## config.mk

```make
export PLATFORM = sky130hd
export DESIGN_NAME = flic_top
export DESIGN_NICKNAME = d
export VERILOG_FILES = /design/src/flic_top.v
export VERILOG_INCLUDE_DIRS = /design/src /design/src/src
export SDC_FILE = /design/constraint.sdc
export NUM_CORES = 1
export LEC_CHECK = 0
export CAP_MARGIN = 5
export CORE_ASPECT_RATIO = 1.1
export CORE_MARGIN = 3
export CORE_UTILIZATION = 25
export CTS_BUF_LIST = sky130_fd_sc_hd__clkbuf_2 sky130_fd_sc_hd__clkbuf_4 sky130_fd_sc_hd__clkbuf_8
export DETAILED_ROUTE_END_ITERATION = 12
export DONT_BUFFER_PORTS = 1
export GPL_ROUTABILITY_DRIVEN = 0
export PLACE_DENSITY = 0.39
export SYNTH_ARGS = -nofsm -noshare
export SYNTH_HDL_FRONTEND = slang
export SYNTH_SLANG_ARGS = --single-unit
```

## constraint.sdc

```tcl
create_clock -name CLK -period 16.8 [get_ports CLK]
set_input_delay 1.68 -clock CLK [delete_from_list [all_inputs] [get_ports CLK]]
set_output_delay 1.68 -clock CLK [all_outputs]
set_load 0.005 [all_outputs]
```

## src/flic_map.vh

```
// Register map, field positions and reset values of the interrupt controller
`ifndef FLIC_MAP_VH
`define FLIC_MAP_VH
// Register byte addresses on the AXI4-Lite bus
`define FLIC_EN_LOW_ADDR 8'ha8
`define FLIC_EN_HIGH_ADDR 8'hb1
`define FLIC_PRIO_LOW_ADDR 8'hb8
`define FLIC_PRIO_HIGH_ADDR 8'hb4
`define FLIC_SELECT_ADDR 8'hc0
`define FLIC_TIMER_CTRL_ADDR 8'h88
`define FLIC_KEYPAD_EN_ADDR 8'h9c
`define FLIC_STATUS_ADDR 8'hc4
// Enable-low register fields
`define FLIC_GLOBAL_EN_BIT 7
`define FLIC_EN_LOW_RESET 8'h00
`define FLIC_EN_LOW_MASK 8'h9f
// Enable-high register fields
`define FLIC_USB_EN_BIT 6
`define FLIC_CARD_EN_BIT 3
`define FLIC_SPI_EN_BIT 2
`define FLIC_KEYPAD_EN_BIT 0
`define FLIC_EN_HIGH_RESET 8'h00
`define FLIC_EN_HIGH_MASK 8'h4d
// Selection register fields
`define FLIC_SEL_RX_EN_BIT 0
`define FLIC_SEL_CARD_EN_BIT 1
`define FLIC_SEL_PIN_LEVEL_BIT 2
`define FLIC_SEL_PIN_EN_BIT 3
`define FLIC_SEL_RX_FLAG_BIT 4
`define FLIC_SEL_CARD_FLAG_BIT 5
`define FLIC_SEL_CARD_LEVEL_BIT 7
`define FLIC_SEL_RESET 8'h00
// Timer control fields
`define FLIC_TIMER_CONTROL_REG_TRIG_BIT 2
`define FLIC_TIMER_CONTROL_REG_FLAG_BIT 3
`define FLIC_TIMER_CONTROL_REG_RESET 8'h00
// Source indices in polling order; index 0 is polled first
`define FLIC_NSRC 15
`define FLIC_SRC_EXT0 0
`define FLIC_SRC_TIMER0 1
`define FLIC_SRC_EXT1 2
`define FLIC_SRC_TIMER1 3
`define FLIC_SRC_SERIAL 4
`define FLIC_SRC_SPI 5
`define FLIC_SRC_KEYPAD 6
`define FLIC_SRC_USB 7
`define FLIC_SRC_CARD 8
`define FLIC_NO_SRC 4'hf
// AXI response codes
`define FLIC_RESP_OKAY 2'b00
`define FLIC_RESP_SLVERR 2'b10
`endif

```

## src/flic_top.v

```verilog
// Four-level interrupt controller with AXI4-Lite register slave
//
// Behaviour
// - Fifteen request slots, nine sources wired
// - Per-source enable gates each request
// - Global enable bit 7 blocks everything
// - Two priority bits form levels zero to three
// - Preempt only by strictly higher level
// - Level three service is never preempted
// - Higher level pending request wins
// - Same level resolved by fixed polling order
// - Ext1 vector shared by pin, rx, card
// - Ext1 pin needs its pin enable
// - Ext1 pin level or falling edge
// - Level mode active polarity is selectable
// - Ext1 flag set by pin, cleared on service
// - Rx flag set on low rx level
// - Card needs select bit1, ext1, global
// - Card detection level from select bit 7
// - Card flag sticky, software clears it
// - Enable-low layout and zero reset
// - Enable-high layout for usb, card, spi, keypad
// - Reserved enable bits ignore writes, read zero
// - Keypad line flag needs its line enable
`timescale 1ns/10ps
`include "flic_map.vh"
module flic_top (
   input wire CLK,
   input wire RESET,
   // AXI4-Lite slave
   input wire [7:0] S_AXI_AWADDR,
   input wire S_AXI_AWVALID,
   output wire S_AXI_AWREADY,
   input wire [31:0] S_AXI_WDATA,
   input wire [3:0] S_AXI_WSTRB,
   input wire S_AXI_WVALID,
   output wire S_AXI_WREADY,
   output reg [1:0] S_AXI_BRESP,
   output reg S_AXI_BVALID,
   input wire S_AXI_BREADY,
   input wire [7:0] S_AXI_ARADDR,
   input wire S_AXI_ARVALID,
   output wire S_AXI_ARREADY,
   output reg [31:0] S_AXI_RDATA,
   output reg [1:0] S_AXI_RRESP,
   output reg S_AXI_RVALID,
   input wire S_AXI_RREADY,
   // Interrupt sources
   input wire EXT0_PIN,
   input wire EXT1_PIN,
   input wire RX_LINE,
   input wire CARD_PRESENCE_INPUT,
   input wire TIMER0_OVF,
   input wire TIMER1_OVF,
   input wire SERIAL_REQ,
   input wire SPI_REQ,
   input wire USB_REQ,
   input wire CARD_IF_REQ,
   input wire [7:0] KEYPAD_FLAG_REG,
   input wire [7:0] KEYPAD_LINE_ENABLE_REG,
   input wire [5:0] UNUSED_REQ,
   // Core side
   output reg IRQ_VALID,
   output reg [3:0] IRQ_SOURCE,
   output reg [1:0] IRQ_LEVEL,
   input wire IRQ_ACK,
   input wire IRQ_RETURN
);

   // Software-visible registers
   reg [7:0] en_low_ff;
   reg [7:0] en_high_ff;
   reg [7:0] prio_low_ff;
   reg [7:0] prio_high_ff;
   reg [7:0] sel_ff;
   reg [7:0] timer_control_reg_ff;
   reg ext1_pin_d_ff;
   // Nesting stack: one bit per level in service
   reg [3:0] active_ff;
   // Bus slave state
   reg aw_hold_ff;
   reg w_hold_ff;
   reg [7:0] aw_addr_ff;
   reg [7:0] w_data_ff;
   reg w_strb_ff;

   // Priority bits follow the enable layout for the five older sources;
   // the newer spi, keypad and usb sources take the spare positions 5 to 7, and the card
   // interface shares the serial port bit. Moving this mapping would
   // shift levels under running software, so it stays fixed.
   // Level of a source from its two priority bits
   function [1:0] src_level;
      input [3:0] idx;
      input [7:0] hi;
      input [7:0] lo;
      reg [2:0] b;
      begin
         b = 3'd0;
         case (idx)
            `FLIC_SRC_SPI: b = 3'd5;
            `FLIC_SRC_KEYPAD: b = 3'd6;
            `FLIC_SRC_USB: b = 3'd7;
            `FLIC_SRC_CARD: b = 3'd4;
            default: b = idx[2:0];
         endcase
         src_level = {hi[b], lo[b]};
      end
   endfunction

   // The stack keeps one bit per level, so nesting is bounded by the
   // four levels; a second entry at an occupied level cannot happen
   // because the arbiter only offers strictly higher levels.
   // Highest level currently in service, or -1 when idle
   function [2:0] top_level;
      input [3:0] act;
      begin
         if (act[3])
            top_level = 3'd3;
         else if (act[2])
            top_level = 3'd2;
         else if (act[1])
            top_level = 3'd1;
         else if (act[0])
            top_level = 3'd0;
         else
            top_level = 3'd7;
      end
   endfunction

   // Hazard: the falling-edge detector compares with the previous pin
   // sample, which resets to the idle high level, so leaving reset
   // with the pin low looks like a falling edge.
   // Limitation: a pulse shorter than one clock can be missed, since
   // the pins are taken as synchronous and sampled once per edge.
   // Pin and shared-vector conditions for ext1
   wire global_irq_enable = en_low_ff[`FLIC_GLOBAL_EN_BIT];
   wire ext1_irq_enable = en_low_ff[2];
   wire ext1_trigger_type = timer_control_reg_ff[`FLIC_TIMER_CONTROL_REG_TRIG_BIT];
   wire ext1_pin_level_select = sel_ff[`FLIC_SEL_PIN_LEVEL_BIT];
   wire ext1_pin_enable = sel_ff[`FLIC_SEL_PIN_EN_BIT];
   wire card_presence_level_select = sel_ff[`FLIC_SEL_CARD_LEVEL_BIT];
   wire pin_level_hit = (EXT1_PIN == ext1_pin_level_select);
   wire pin_fall_hit = ext1_pin_d_ff & ~EXT1_PIN;
   wire pin_hit = ext1_pin_enable &
      (ext1_trigger_type ? pin_fall_hit : pin_level_hit);
   wire rx_hit = ~RX_LINE;
   wire card_hit = (CARD_PRESENCE_INPUT == card_presence_level_select);
   wire ext1_flag = timer_control_reg_ff[`FLIC_TIMER_CONTROL_REG_FLAG_BIT];
   wire rx_line_flag = sel_ff[`FLIC_SEL_RX_FLAG_BIT];
   wire card_presence_flag = sel_ff[`FLIC_SEL_CARD_FLAG_BIT];
   // Vector 2 merges the three ext1 inputs
   wire ext1_vec = ext1_flag |
      (rx_line_flag & sel_ff[`FLIC_SEL_RX_EN_BIT]) |
      (card_presence_flag & sel_ff[`FLIC_SEL_CARD_EN_BIT]);
   wire keypad_any = |(KEYPAD_FLAG_REG & KEYPAD_LINE_ENABLE_REG);

   // Unused slots ride in the vector only so that the slot count
   // matches the controller width; they never reach the arbiter.
   // Raw request slots; six slots stay unwired into the selector
   wire [`FLIC_NSRC-1:0] raw_req = {UNUSED_REQ,
      CARD_IF_REQ, USB_REQ, keypad_any, SPI_REQ, SERIAL_REQ,
      TIMER1_OVF, ext1_vec, TIMER0_OVF, EXT0_PIN == 1'b0};
   wire [8:0] src_en = {en_high_ff[`FLIC_CARD_EN_BIT],
      en_high_ff[`FLIC_USB_EN_BIT], en_high_ff[`FLIC_KEYPAD_EN_BIT],
      en_high_ff[`FLIC_SPI_EN_BIT], en_low_ff[4], en_low_ff[3],
      ext1_irq_enable, en_low_ff[1], en_low_ff[0]};
   // Request gating every cycle
   wire [8:0] gated_req = raw_req[8:0] & src_en &
      {9{global_irq_enable}};

   // The loop walks the slots in polling order and replaces the winner
   // only on a strictly higher level, so ties keep the earlier slot.
   // This costs a longer compare chain than a parallel tree, but the
   // source count is small and the order stays plain in the code.
   // Arbiter: best level, then lowest index (ext0 first)
   reg [3:0] win_idx;
   reg [1:0] win_lvl;
   reg win_any;
   integer i;
   always @* begin
      win_idx = `FLIC_NO_SRC;
      win_lvl = 2'd0;
      win_any = 1'b0;
      for (i = 0; i < 9; i = i + 1) begin
         if (gated_req[i] && (!win_any ||
            src_level(i[3:0], prio_high_ff, prio_low_ff) > win_lvl)) begin
            win_any = 1'b1;
            win_idx = i[3:0];
            win_lvl = src_level(i[3:0], prio_high_ff, prio_low_ff);
         end
      end
   end

   // Offer only above the level in service
   wire [2:0] cur_top = top_level(active_ff);
   wire can_preempt = win_any && (cur_top == 3'd7 ||
      (cur_top != 3'd3 && {1'b0, win_lvl} > cur_top));
   wire take = IRQ_ACK & IRQ_VALID;

   // The offer drops for one cycle after each acknowledge, which gives
   // the stack time to record the new level before the next compare.
   // Core-facing request registers
   always @(posedge CLK) begin
      if (RESET) begin
         IRQ_VALID <= 1'b0;
         IRQ_SOURCE <= `FLIC_NO_SRC;
         IRQ_LEVEL <= 2'd0;
      end else begin
         IRQ_VALID <= can_preempt & ~take;
         IRQ_SOURCE <= can_preempt ? win_idx : `FLIC_NO_SRC;
         IRQ_LEVEL <= win_lvl;
      end
   end

   // A return and an acknowledge in one cycle both apply: the pop acts
   // on the old top, then the push records the newly taken level.
   // Nesting stack: push on ack, pop the top on return
   reg [3:0] nxt_active;
   always @* begin
      nxt_active = active_ff;
      if (IRQ_RETURN && cur_top != 3'd7)
         nxt_active[cur_top[1:0]] = 1'b0;
      if (take)
         nxt_active[IRQ_LEVEL] = 1'b1;
   end
   always @(posedge CLK) begin
      if (RESET)
         active_ff <= 4'h0;
      else
         active_ff <= nxt_active;
   end

   // Only one write may be in flight; holding both ready outputs low
   // while a response waits stops a second write overtaking the first.
   // Byte lane 0 carries the whole register, other lanes are ignored.
   // AXI handshakes: take each channel once, answer once both have arrived, held or in this cycle
   assign S_AXI_AWREADY = ~aw_hold_ff & ~S_AXI_BVALID;
   assign S_AXI_WREADY = ~w_hold_ff & ~S_AXI_BVALID;
   assign S_AXI_ARREADY = ~S_AXI_RVALID;
   wire aw_now = S_AXI_AWVALID & S_AXI_AWREADY;
   wire w_now = S_AXI_WVALID & S_AXI_WREADY;
   wire have_aw = aw_hold_ff | aw_now;
   wire have_w = w_hold_ff | w_now;
   wire [7:0] wr_addr = aw_hold_ff ? aw_addr_ff : S_AXI_AWADDR;
   wire [7:0] wr_data = w_hold_ff ? w_data_ff : S_AXI_WDATA[7:0];
   wire wr_lane = w_hold_ff ? w_strb_ff : S_AXI_WSTRB[0];
   wire wr_go = have_aw & have_w;
   wire wr_map = (wr_addr == `FLIC_EN_LOW_ADDR) ||
      (wr_addr == `FLIC_EN_HIGH_ADDR) || (wr_addr == `FLIC_PRIO_LOW_ADDR) ||
      (wr_addr == `FLIC_PRIO_HIGH_ADDR) || (wr_addr == `FLIC_SELECT_ADDR) ||
      (wr_addr == `FLIC_TIMER_CTRL_ADDR);
   wire wr_en = wr_go & wr_lane & wr_map;

   always @(posedge CLK) begin
      if (RESET) begin
         aw_hold_ff <= 1'b0;
         w_hold_ff <= 1'b0;
         aw_addr_ff <= 8'h00;
         w_data_ff <= 8'h00;
         w_strb_ff <= 1'b0;
         S_AXI_BVALID <= 1'b0;
         S_AXI_BRESP <= `FLIC_RESP_OKAY;
      end else begin
         if (S_AXI_BVALID && S_AXI_BREADY)
            S_AXI_BVALID <= 1'b0;
         if (wr_go) begin
            aw_hold_ff <= 1'b0;
            w_hold_ff <= 1'b0;
            S_AXI_BVALID <= 1'b1;
            S_AXI_BRESP <= wr_map ? `FLIC_RESP_OKAY : `FLIC_RESP_SLVERR;
         end else begin
            if (aw_now) begin
               aw_hold_ff <= 1'b1;
               aw_addr_ff <= S_AXI_AWADDR;
            end
            if (w_now) begin
               w_hold_ff <= 1'b1;
               w_data_ff <= S_AXI_WDATA[7:0];
               w_strb_ff <= S_AXI_WSTRB[0];
            end
         end
      end
   end

   // Priority registers keep all eight bits; each position is used by at
   // least one source (bit 4 by serial and card), so none is reserved here.
   // Plain registers; reserved bits are not stored
   always @(posedge CLK) begin
      if (RESET) begin
         en_low_ff <= `FLIC_EN_LOW_RESET;
         en_high_ff <= `FLIC_EN_HIGH_RESET;
         prio_low_ff <= 8'h00;
         prio_high_ff <= 8'h00;
         ext1_pin_d_ff <= 1'b1;
      end else begin
         ext1_pin_d_ff <= EXT1_PIN;
         if (wr_en && wr_addr == `FLIC_EN_LOW_ADDR)
            en_low_ff <= wr_data & `FLIC_EN_LOW_MASK;
         if (wr_en && wr_addr == `FLIC_EN_HIGH_ADDR)
            en_high_ff <= wr_data & `FLIC_EN_HIGH_MASK;
         if (wr_en && wr_addr == `FLIC_PRIO_LOW_ADDR)
            prio_low_ff <= wr_data;
         if (wr_en && wr_addr == `FLIC_PRIO_HIGH_ADDR)
            prio_high_ff <= wr_data;
      end
   end

   // Rx and card flags are cleared only by software writing zero; the
   // ext1 flag is also cleared when its vector is acknowledged.
   // Flags: hardware set wins over any clear in the same cycle
   wire ext1_serviced = take && IRQ_SOURCE == `FLIC_SRC_EXT1;
   wire sel_wr = wr_en && wr_addr == `FLIC_SELECT_ADDR;
   wire timer_control_reg_wr = wr_en && wr_addr == `FLIC_TIMER_CTRL_ADDR;
   reg [7:0] nxt_sel;
   reg [7:0] nxt_timer_control_reg;
   always @* begin
      nxt_sel = sel_wr ? wr_data : sel_ff;
      nxt_sel[6] = 1'b0;
      nxt_timer_control_reg = timer_control_reg_wr ? wr_data : timer_control_reg_ff;
      if (ext1_serviced)
         nxt_timer_control_reg[`FLIC_TIMER_CONTROL_REG_FLAG_BIT] = 1'b0;
      if (pin_hit)
         nxt_timer_control_reg[`FLIC_TIMER_CONTROL_REG_FLAG_BIT] = 1'b1;
      if (rx_hit)
         nxt_sel[`FLIC_SEL_RX_FLAG_BIT] = 1'b1;
      if (card_hit)
         nxt_sel[`FLIC_SEL_CARD_FLAG_BIT] = 1'b1;
   end
   always @(posedge CLK) begin
      if (RESET) begin
         sel_ff <= `FLIC_SEL_RESET;
         timer_control_reg_ff <= `FLIC_TIMER_CONTROL_REG_RESET;
      end else begin
         sel_ff <= nxt_sel;
         timer_control_reg_ff <= nxt_timer_control_reg;
      end
   end

   // Read data are taken while the address is offered, so the value
   // returned is the register contents at the accepting edge.
   // Read channel: one cycle to answer, held until taken
   reg [7:0] rd_val;
   reg rd_ok;
   always @* begin
      rd_ok = 1'b1;
      case (S_AXI_ARADDR)
         `FLIC_EN_LOW_ADDR: rd_val = en_low_ff;
         `FLIC_EN_HIGH_ADDR: rd_val = en_high_ff;
         `FLIC_PRIO_LOW_ADDR: rd_val = prio_low_ff;
         `FLIC_PRIO_HIGH_ADDR: rd_val = prio_high_ff;
         `FLIC_SELECT_ADDR: rd_val = sel_ff;
         `FLIC_TIMER_CTRL_ADDR: rd_val = timer_control_reg_ff;
         `FLIC_STATUS_ADDR: rd_val = {active_ff, IRQ_SOURCE};
         default: begin
            rd_val = 8'h00;
            rd_ok = 1'b0;
         end
      endcase
   end
   always @(posedge CLK) begin
      if (RESET) begin
         S_AXI_RVALID <= 1'b0;
         S_AXI_RDATA <= 32'h00000000;
         S_AXI_RRESP <= `FLIC_RESP_OKAY;
      end else if (S_AXI_ARVALID && S_AXI_ARREADY) begin
         S_AXI_RVALID <= 1'b1;
         S_AXI_RDATA <= {24'h000000, rd_val};
         S_AXI_RRESP <= rd_ok ? `FLIC_RESP_OKAY : `FLIC_RESP_SLVERR;
      end else if (S_AXI_RREADY) begin
         S_AXI_RVALID <= 1'b0;
      end
   end
endmodule // flic_top

```

# Word level (Yosys, flattened, before mapping)
# Cells that the tools add are included.
# totals
regBits	86
input_bits	93
out_inout_bits	48
elab_cells	254
# classes
order_cmp	22
eq_ne	20
mux	100
bitwise_logic	32
n_reduce_logical	55
# op_table
cell	n
8-bit == test, second input constant	13
8-bit case mux with 7 select lines	1
1-bit binary-select mux with 3-bit select	18
4-bit 2-to-1 mux	11
3-bit 2-to-1 mux	14
1-bit 2-to-1 mux	40
3-bit by 4-bit less-than comparator with 1-bit output, second input constant	9
1-bit logical AND	22
2-bit 2-to-1 mux	11
9-bit bitwise AND	2
2-bit greater-than comparator	8
8-bit 2-to-1 mux	2
1-bit logical OR	14
1-bit bitwise AND	13
1-bit NOT	9
8-bit bitwise AND	1
1-bit logical NOT	8
8-bit OR reduction	1
7-bit OR reduction	1
2-bit by 3-bit less-than comparator with 1-bit output, second input constant	2
6-bit 2-to-1 mux	1
2-bit nonzero test	3
4-bit bitwise AND	1
1-bit demux with 2-bit select	2
other kinds (15)	22

# Logic depth before layout (Yosys ltp)
# Gate-level depths: netlist (run 1).
# depth
word_depth	71
depth_mapped	52
depth_no_buf	52

# Worst setup path after synthesis (run 1)
# No wires, ideal clock.
# synth_timing
path_type	input to register
start	in EXT0_PIN
end	reg IRQ_SOURCE[0]
setup_ps	119
t_arrival_ps	11192
required_time_ps	16681
setup_slack_ps	5489
stages	49
path_buffers	0
cell_sequence	and2b_1 nand3_1 ha_1 nor2b_1 o311a_1 mux2_4 ha_1 nor2b_1 o21ai_0 a2111oi_0 a21o_1 ha_1 a221oi_1 a21o_1 nand2_1 and2_1 ha_1 nor2b_1 [... 13 more ...] nor2_1 ha_1 nor2_1 o211a_1 o31ai_4 ha_1 inv_1 a21oi_1 a21oi_1 o21ai_1 nor2_1 a31oi_1 ha_1 a21oi_1 nor2_1 nor3_1 o21ai_0 o21bai_1
# synth_between
elab_chain_cells	42
word_cells_on_any_way	68
classes_between	9 x order compare; 27 x mux; 4 x bitwise; 28 x reduce/logical
# synth_rtl
element	line	rtl
start: declaration	flic_top.v:49	input wire EXT0_PIN,
1-bit NOT (*)	flic_top.v:162	TIMER1_OVF, ext1_vec, TIMER0_OVF, EXT0_PIN == 1'b0};
9-bit bitwise AND (*) (2 in series)	flic_top.v:168	wire [8:0] gated_req = raw_req[8:0] & src_en &
2-bit 2-to-1 mux or 1-bit 2-to-1 mux (tied branches)	flic_top.v:185	if (gated_req[i] && (!win_any ||
2-bit greater-than comparator or 1-bit logical NOT (tied branches)	flic_top.v:186, flic_top.v:185	
1-bit logical OR	flic_top.v:185	
1-bit logical AND	flic_top.v:185	
2-bit 2-to-1 mux or 1-bit 2-to-1 mux (tied branches)	flic_top.v:185	
2-bit greater-than comparator or 1-bit logical NOT (tied branches)	flic_top.v:186, flic_top.v:185	
[... 26 more ...]	-	
2-bit 2-to-1 mux (*)	flic_top.v:185	
named net win_lvl[1]	flic_top.v:177	reg [1:0] win_lvl;
2-bit by 3-bit greater-than comparator with 1-bit output (*)	flic_top.v:197	(cur_top != 3'd3 && {1'b0, win_lvl} > cur_top));
1-bit logical AND (*)	flic_top.v:197	
1-bit logical OR (*)	flic_top.v:196	wire can_preempt = win_any && (cur_top == 3'd7 ||
1-bit logical AND (*)	flic_top.v:196	
1-bit NOT (no line) (*)	-	
2-bit OR reduction (no line) (*)	-	
end signal: assignment	flic_top.v:206	IRQ_SOURCE <= `FLIC_NO_SRC;
end signal: assignment	flic_top.v:210	IRQ_SOURCE <= can_preempt ? win_idx : `FLIC_NO_SRC;
end: declaration	flic_top.v:64	output reg [3:0] IRQ_SOURCE,
# The timed path passes the listed nets; every way through them passes the cells marked *.
# A chain may end at the register's enable or synchronous reset.

# Final worst setup path (run 1)
# Same ends and word-level chain as after synthesis.

==> impl_metrics.json, run 1 <==
{
  "status": "complete, no violations",
  "power.clock.fraction_pct": 39.7,
  "ctsLongestPathBuffers": 2,
  "crit_path_end_kind": "register",
  "post_cts_sizing_count": 0,
  "numCtsBuffers": 9,
  "worst-endpoint-required_ns": 17.06,
  "post_cts_buffers": 0,
  "timing.hold.worst_path_depth": 2,
  "design.portCount": 141,
  "tns_ns": 0,
  "layout.cells.non_filler": 807,
  "worst-path-max-fanout": 7,
  "synth.ff_latch_count": 84,
  "cts.htree.levels": 3,
  "drc": 0,
  "cts_hold_repair.buffers": 0,
  "min-delay-start": "aw_addr_ff[3]",
  "grt_use_total_pct": 13.9,
  "initial_util_pct": 25.5,
  "power.density_cell_area_mw_per_mm2": 77.6,
  "worst_slew_margin_rel_pct": 24.2,
  "die_width_um": 139,
  "ant_nets": 0,
  "ir_drop_worst_case_vdd_v": 0.0000277,
  "antenna-diode-count": 0,
  "drv_cap": 0,
  "hpwl_um": 11300,
  "hold-path-endpoint": "aw_addr_ff[3]",
  "netlist-cell-type-count": 60,
  "detailedRoute.firstPassIterationCount": 5,
  "grt_pass1_wl_um": 23000,
  "post_synth_instance_area_mm2": 0.00489,
  "worstRegToRegCells": 48,
  "area_growth_syn_to_layout_pct": 6.67,
  "dpl-instance-area_mm2": 0.00500,
  "synth_cells": 571,
  "timing.critical_path.from_type": "input pin",
  "sum_of_routed_wire_length_over_all_layers_um": 14900,
  "seq_area_frac_synth_pct": 34.4,
  "routed_wire_length_per_instance_um": 18.4,
  "cts_tree": "built",
  "power.share.switching_pct": 25.9,
  "post_route_cells_drive_above_1_share_pct": 7.68,
  "final.period_utilization_pct": 73.3,
  "slew_violations": 0,
  "die_y_um": 153,
  "globalRoute.totalOverflow": 0,
  "most-common-layout-cells": "nor2_1, dfxtp_1, mux2i_1, nand2_1",
  "synth_ff_type": "dfxtp_1",
  "synth_largest_type_area_fraction_pct": 34.4,
  "critical_path_arrival_ns": 12.58,
  "worst_setup_hold_path_clk_slew_ns": 0.08,
  "rsz0062_at_grt": "false",
  "critPathMaxStageDelay_ns": 0.63,
  "crit-reg2reg-launch": "en_low_ff[7]",
  "power.static_leakage_nw": 1.96,
  "fin_area_mm2": 0.00522,
  "power.sequential.fraction_pct": 52.1,
  "r2r_end": "IRQ_SOURCE[0]",
  "layout_commonest_cell": "nor2_1",
  "hold_path_class": "register to register",
  "r2r_slack_ns": 5.37,
  "die_area_mm2": 0.0213,
  "power_switching_uw": 105,
  "detailedRoute.firstIterationViolations": 236,
  "floorplan.rows": 53,
  "cell_internal_power_uw": 300,
  "worst_slew_pin_slew_ns": 1.13,
  "io_buffers": 0,
  "timing_hold_violations_final": 0,
  "synthesized_area_per_cell_um2": 8.57,
  "grt_start_max_net_pins": 80,
  "finalClockSkew_ns": 0.0103,
  "report.final.setup_viol": 0,
  "post-place-cells": 791,
  "ys_warn_count": 0,
  "crit_type": "input pin to register",
  "crit_path_top_delay_cell": "a2111oi_0",
  "numClockSinks": 84,
  "design.core.area_mm2": 0.0192,
  "first_global_vias": 3810,
  "timing.critical_path.mode_cell": "ha_1",
  "synth-async-reset-ratio_pct": 0,
  "pwr-share-comb_pct": 8.1,
  "count_of_nets_after_finishing": 664,
  "clkLatencyLatePin_ns": 0.37,
  "antenna_found_initial": 0,
  "clock_tree_root_driver_cell": "clkbuf_8",
  "achievable-frequency_ghz": 0.0812,
  "synthTopCellsByArea": "dfxtp_1, mux2i_1, nor2_1, mux2_2, ha_1",
  "timing.final.crit_period_ns": 12.32,
  "synth_enable_flop_cells": 0,
  "dr_total_vias": 4065,
  "via_per_inst": 5.04,
  "yosysTopAreaCell": "dfxtp_1"
}
sequential cells by signal (all words and copies together) (netlist names), 6 cells and up:
register / flops
S_AXI_RDATA: 8
aw_addr_ff: 8
en_low_ff: 6
prio_high_ff: 8
prio_low_ff: 8
sel_ff: 7
timer_control_reg_ff: 8
w_data_ff: 8
critical path, delay by kind of cell:
kind            cells  cell delay (ns)
compound gates     21             5.14
simple gates       16             2.49
fa+ha+maj           9             2.47
mux                 2             0.74
buf+inv             1             0.04
how the worst max path moves through the flow:
stage / from / endpoint / slack, ns / depth (start not counted)
2_1_floorplan: EXT0_PIN / IRQ_SOURCE[0] / 5.49 / 49
3_5_place_dp: EXT0_PIN / IRQ_SOURCE[0] / 4.15 / 49
4_1_cts: EXT0_PIN / IRQ_SOURCE[0] / 4.51 / 49
6_report: EXT0_PIN / IRQ_SOURCE[0] / 4.48 / 49
3_3_place_gp: EXT0_PIN / IRQ_SOURCE[0] / 4.32 / 48
5_1_grt: EXT0_PIN / IRQ_SOURCE[2] / 3.68 / 49
power groups by stage:
stage / Combinational [mW] / Clock (mW) / Sequential, mW
final: 0.0330 / 0.161 / 0.211
after detailed placement: 0.0331 / 0 / 0.216
after floorplan: 0.0360 / 0 / 0.212
after CTS: 0.0332 / 0.167 / 0.211
after global placement: 0.0325 / 0 / 0.216
after global routing: 0.0368 / 0.173 / 0.212
final cells by class:
cell class	instances	area [µm²]
Fill cell	2055	13900
Sequential cell	84	1680
Clock inverter	4	55.1
Inverter	22	82.6
Multi-Input combinational cell	438	2930
Tap cell	247	309
Clock buffer	12	165
cells in the mapped netlist, drive strengths merged, types with 2 or more instances:
cell type	n
o32ai	4
o211ai	4
nand2	30
a221oi	2
o31a	3
mux2i	54
a22o	8
a211oi	12
nor3	8
and2	8
or3	3
a311oi	6
o21a	4
nor4	3
xor2	2
nand4b	2
nand4	2
ha	16
or2	2
a21oi	26
a21o	5
and3	8
dfxtp	84
a2111oi	2
clkbuf	20
a31oi	4
nor2b	8
nand2b	9
a222oi	6
nand3	7
o31ai	3
o2111ai	2
nand3b	5
o21ai	12
buf	32
a22oi	8
mux2	22
o21bai	2
inv	22
nor2	97
cell families after synthesis:
kind of cell	Yosys count	synth area share, %
muxes	76	16.2
xor gates and xnor gates	2	0.358
buffers and inverters	74	7.75
other	1	0.0766
DFF	84	34.4
adders and majority gates	16	4.09
and+or+nand+nor	197	18.8
AOI/OAI and AO/OA	121	18.4
routing by layer:
| metal | GRT usage [%] | share of wire [%] | up-vias |
|---|---|---|---|
| met5 | 0 | 0 | - |
| li1 | - | - | 1973 |
| met4 | 4.85 | 2.3 | 0 |
| met3 | 4.05 | 6.3 | 21 |
| met2 | 23.0 | 49 | 112 |
| met1 | 17.1 | 43 | 1959 |
metrics by stage:
step	setup slack (ns)	hold WS (ns)	utilization [%]	power [mW]
after floorplan	5.49	0.458	-	0.248
after global placement	4.32	0.469	26.1	0.248
after detailed placement	4.15	0.481	26.1	0.249
after CTS	4.51	0.502	27.2	0.412
after global routing	3.68	0.539	27.2	0.423
final	4.48	0.499	27.2	0.405
Power figures use the tool's default switching activity.
==> run 2: changes to the inputs <==
ABC_AREA = 1   (was default)
clock period = 12.3 ns   (was 16.8 ns; I/O delays follow)
==> impl_metrics.json, run 2 <==
{
  "numCtsBuffers": 9,
  "total_power_uw": 554,
  "die_y_um": 154,
  "numClockSinks": 84,
  "synthTopCellsByArea": "dfxtp_1, nand2_1, inv_1, o21ai_0, a21oi_1",
  "antenna-diode-count": 0,
  "power.share.switching_pct": 27.6,
  "tns_ns": 0,
  "power.clock.fraction_pct": 37.4,
  "die_area_mm2": 0.0216,
  "clock_tree_root_driver_cell": "clkbuf_8",
  "post-route-util_pct": 27.5,
  "via_per_inst": 4.59,
  "path_buf_inv": 10,
  "hold_path_class": "register to register",
  "crit_path_end_kind": "register",
  "synth-async-reset-ratio_pct": 0,
  "power_switching_uw": 153,
  "pwr-share-comb_pct": 10.3,
  "ant_nets": 0,
  "design.portCount": 141,
  "grt_pass1_wl_um": 23700,
  "worstRegToRegCells": 74,
  "netlist-cell-type-count": 52,
  "design.core.area_mm2": 0.0193,
  "rsz0062_at_grt": "false",
  "timing_hold_violations_final": 0,
  "clkLatencyLatePin_ns": 0.37,
  "finalClockSkew_ns": 0.00975,
  "critPathMaxStageDelay_ns": 0.29,
  "power.static_leakage_nw": 2.24,
  "status": "complete, no violations",
  "post-synth-top-count-cell": "nand2_1",
  "detailedRoute.firstPassIterationCount": 5,
  "synth_cells": 725,
  "ir_drop_worst_case_vdd_v": 0.0000562,
  "critPathTopFamily": "simple AND/OR/NAND/NOR gates",
  "post_synth_instance_area_mm2": 0.00496,
  "timing.final.crit_period_ns": 10.02,
  "ys_warn_count": 0,
  "synth_largest_type_area_fraction_pct": 33.9,
  "grt_use_total_pct": 14.1,
  "power.sequential.fraction_pct": 52.3,
  "layout_commonest_cell": "nand2_1",
  "ctsLongestPathBuffers": 2,
  "worst-endpoint-required_ns": 12.54,
  "grt_start_max_net_pins": 56,
  "worstSetupPathDepth": 75,
  "synth_ff_type": "dfxtp_1",
  "slew_violations": 0,
  "timing.hold.worst_path_depth": 2,
  "post_cts_buffers": 0,
  "sum_of_routed_wire_length_over_all_layers_um": 15100,
  "detailedRoute.firstIterationViolations": 207,
  "seq_area_frac_synth_pct": 33.9,
  "worst_setup_hold_path_clk_slew_ns": 0.09,
  "crit_path_top_delay_cell": "ha_1",
  "yosysTopAreaCell": "dfxtp_1",
  "worst_slew_margin_rel_pct": 22.3,
  "cts_tree": "built",
  "power.density_cell_area_mw_per_mm2": 105,
  "post_cts_sizing_count": 0,
  "routed_wire_length_per_instance_um": 15.5,
  "synthesized_area_per_cell_um2": 6.84,
  "count_of_nets_after_finishing": 830,
  "timing.critical_path.from_type": "input pin",
  "final.period_utilization_pct": 81.5,
  "cts_hold_repair.buffers": 0,
  "post_route_cells_drive_above_1_share_pct": 8.82,
  "synth.ff_latch_count": 84,
  "crit-reg2reg-launch": "en_low_ff[7]",
  "cts.htree.levels": 3,
  "io_buffers": 0,
  "dr_total_vias": 4462,
  "drc": 0,
  "antenna_found_initial": 0,
  "timing.critical_path.mode_cell": "nand2_1",
  "most-common-layout-cells": "nand2_1, inv_1, dfxtp_1, nor2_1, o21ai_0",
  "worst-path-max-fanout": 6,
  "floorplan.rows": 53,
  "synth.cells.most_frequent": "nand2_1, inv_1, dfxtp_1",
  "min-delay-start": "aw_addr_ff[1]",
  "n_fill_cell": 2176,
  "startpoint": "EXT0_PIN",
  "critical_path_arrival_ns": 10.26,
  "worst_slew_pin_slew_ns": 1.15,
  "crit_type": "input pin to register",
  "cell_internal_power_uw": 401,
  "die_width_um": 140,
  "drv_cap": 0,
  "area_growth_syn_to_layout_pct": 6.78,
  "globalRoute.totalOverflow": 0,
  "hpwl_um": 11900,
  "report.final.setup_viol": 0,
  "initial_util_pct": 25.7,
  "synth_enable_flop_cells": 0,
  "achievable-frequency_ghz": 0.0998,
  "first_global_vias": 4385
}
run 2: changes by cell type after synthesis, sizes merged, moves of 25 or more:
cell,previous run,this run
nand2,30,153
inv,22,106
o21ai,12,81
mux2i,54,4
a21oi,26,59
nand3,7,38
nor2,97,72
run 2: layout make-up:
class                      count  area, µm²  share of cell area [%]
multi-input combinational    515       2680                    50.6
sequential                    84       1680                    31.7
inverter                     110        413                    7.79
tap                          247        309                    5.83
clock buffer                  11        145                    2.74
clock inverter                 5       61.3                    1.16
timing repair buffer           1       7.51                   0.142
run 2: cell families after synthesis:
kind of cell | share of synthesized area (%)
muxes | 0.883
DFF | 33.9
adders and majority gates | 4.04
xor gates and xnor gates | 0.353
buffers and inverters | 14.0
and+or+nand+nor | 27.1
other | 0.0756
AOI/OAI and AO/OA | 19.7
run 2: per-layer routing:
metal	up-vias	part of all wire, %	global-route usage (%)
li1	2314	-	-
met5	-	0	0
met3	12	5.5	3.48
met2	107	49	24.1
met4	0	1.4	3.51
met1	2029	44	17.7
run 2: worst paths after layout:
| check | to | slack, ns |
|---|---|---|
| hold reg to reg | aw_addr_ff[1] | 0.45 |
| setup reg to reg | IRQ_SOURCE[0] | 2.51 |
| setup / recovery | IRQ_SOURCE[0] | 2.28 |
| hold / removal | aw_addr_ff[1] | 0.45 |
run 2: stage by stage:
step / cells / instance area, µm² / setup slack [ns] / hold slack (ns)
3_3_place_gp: 957 / 5090 / 1.95 / 0.439
4_1_cts: 973 / 5300 / 2.23 / 0.460
5_1_grt: 973 / 5300 / 1.15 / 0.478
3_5_place_dp: 957 / 5090 / 1.86 / 0.447
2_1_floorplan: 750 / 5050 / 2.99 / 0.425
6_report: 973 / 5300 / 2.28 / 0.454
run 2: power by group through the flow:
stage	clock network (mW)	logic [mW]	registers, mW
final	0.207	0.0573	0.290
after global placement	0	0.0568	0.296
after floorplan	0	0.0540	0.292
after global routing	0.232	0.0671	0.291
after detailed placement	0	0.0577	0.296
after CTS	0.219	0.0580	0.290
run 2: worst reg2reg max path: cells and delay by family (launching register included):
| family | cells | cell delay [ns] |
|---|---|---|
| compound gates | 14 | 1.83 |
| flops | 1 | 0.67 |
| fa+ha+maj | 9 | 2.54 |
| simple gates | 42 | 4.10 |
| buf+inv | 9 | 0.51 |
==> run 3: changes to the inputs <==
clock period = 9.83 ns   (was 12.3 ns; I/O delays follow)
==> impl_metrics.json, run 3 (synthesis results as in run 2) <==
{
  "status": "complete, no violations",
  "ir_drop_worst_case_vdd_v": 0.0000754,
  "clkLatencyLatePin_ns": 0.38,
  "hpwl_um": 12000,
  "dpl-instance-area_mm2": 0.00521,
  "final.period_utilization_pct": 92.4,
  "drc": 0,
  "path_buf_inv": 10,
  "grt_start_max_net_pins": 56,
  "power.density_cell_area_mw_per_mm2": 122,
  "power.static_leakage_nw": 2.34,
  "critPathMaxStageDelay_ns": 0.29,
  "routed_wire_length_per_instance_um": 15.5,
  "io_buffers": 0,
  "worst-endpoint-required_ns": 10.10,
  "layout_commonest_cell": "nand2_1",
  "timing.final.crit_period_ns": 9.09,
  "slew_violations": 0,
  "place_ws_ns": -0.267,
  "design.portCount": 141,
  "achievable-frequency_ghz": 0.110,
  "timing.critical_path.from_type": "input pin",
  "antenna_found_initial": 1,
  "first_global_vias": 4390,
  "crit_type": "input pin to register",
  "die_width_um": 140,
  "critPathTopFamily": "simple AND/OR/NAND/NOR gates",
  "clock_tree_root_driver_cell": "clkbuf_8",
  "antenna-diode-count": 0,
  "ant_nets": 0,
  "hold_path_class": "register to register",
  "numCtsBuffers": 9,
  "cts_tree": "built",
  "worst_setup_hold_path_clk_slew_ns": 0.09,
  "count_of_nets_after_finishing": 854,
  "numClockSinks": 84,
  "timing_hold_violations_final": 0,
  "hold-worst-slack_ns": 0.458,
  "post_route_cells_drive_above_1_share_pct": 13.9,
  "die_area_mm2": 0.0216,
  "grt_pass1_wl_um": 23800,
  "worst_slew_pin_slew_ns": 1.16,
  "fin_area_mm2": 0.00554,
  "sum_of_routed_wire_length_over_all_layers_um": 15400,
  "die_y_um": 154,
  "report.final.setup_viol": 0,
  "tns_ns": 0,
  "critical_path_arrival_ns": 9.35,
  "most-common-layout-cells": "nand2_1, inv_1, dfxtp_1, nor2_1, o21ai_0",
  "timing.critical_path.mode_cell": "nand2_1",
  "floorplan.rows": 53,
  "ctsLongestPathBuffers": 2,
  "post-place-cells": 973,
  "detailedRoute.firstIterationViolations": 213,
  "timing.final.ws_setup_ns": 0.743,
  "worst-path-max-fanout": 4,
  "globalRoute.totalOverflow": 0,
  "via_per_inst": 4.61,
  "crit_path_top_delay_cell": "ha_1",
  "design.core.area_mm2": 0.0193,
  "worst_slew_margin_rel_pct": 21.7,
  "initial_util_pct": 25.7,
  "area_growth_syn_to_layout_pct": 11.6,
  "layout.cells.non_filler": 997,
  "cts.htree.levels": 3,
  "dr_total_vias": 4597,
  "grt_use_total_pct": 14.0,
  "finalClockSkew_ns": 0.0107,
  "drv_cap": 0,
  "detailedRoute.firstPassIterationCount": 5,
  "crit_path_end_kind": "register"
}
run 3: changes by cell type in the layout (fill, tap and decap cells not counted), sizes merged:
cell	change
buf	+24
bufinv	-1
clkbuf	-1
clkinv	-2
clkinvlp	+2
inv	+2
run 3: worst register-to-register path, delay by kind of cell (launching register included):
| family | cells | cell delay, ns |
|---|---|---|
| adder cells (fa/ha/maj) | 9 | 2.44 |
| flip-flops | 1 | 0.39 |
| AND/OR/NAND/NOR | 41 | 3.65 |
| AO/OA/AOI/OAI | 14 | 1.63 |
| buffers and inverters | 9 | 0.58 |
run 3: power breakdown:
| part | switching [mW] | total, mW | internal [mW] |
|---|---|---|---|
| registers | 0.00946 | 0.362 | 0.353 |
| logic | 0.0506 | 0.0717 | 0.0212 |
| clock network | 0.140 | 0.240 | 0.100 |
| total | 0.200 | 0.674 | 0.474 |
run 3: final cells by class:
type / count / area (µm²)
timing repair buffer: 25 / 188
inverter: 110 / 413
clock buffer: 10 / 138
clock inverter: 6 / 46.3
fill: 2132 / 13800
tap: 247 / 309
multi-input combinational: 515 / 2760
sequential: 84 / 1680
run 3: through the flow:
stage	power (mW)	util (%)
detailed placement	0.443	27.0
global route	0.715	28.7
finish	0.674	28.7
floorplan	0.433	-
global placement	0.441	27.0
CTS	0.688	28.0
run 3: repair_timing:
action                     CTS  global route
setup buffers                0             8
hold endpoints to repair     0             0
hold buffers                 0             0
setup endpoints to repair    0             5
gates resized for setup      0            25
run 3: final timing paths:
path | from | endpoint | slack, ns | cells after the start
setup / recovery | EXT0_PIN | IRQ_SOURCE[0] | 0.74 | 74
hold / removal | timer_control_reg_ff[1] | timer_control_reg_ff[1] | 0.46 | 2
setup reg to reg | en_low_ff[0] | IRQ_SOURCE[0] | 0.99 | 73
hold reg to reg | timer_control_reg_ff[1] | timer_control_reg_ff[1] | 0.46 | 2
run 3: routing by layer:
layer | global-route usage, % | vias to the layer above | routed length [µm]
met2 | 23.9 | 123 | 7590
met5 | 0 | - | 7
li1 | - | 2368 | -
met3 | 3.67 | 14 | 937
met4 | 2.81 | 2 | 157
met1 | 17.9 | 2090 | 6730
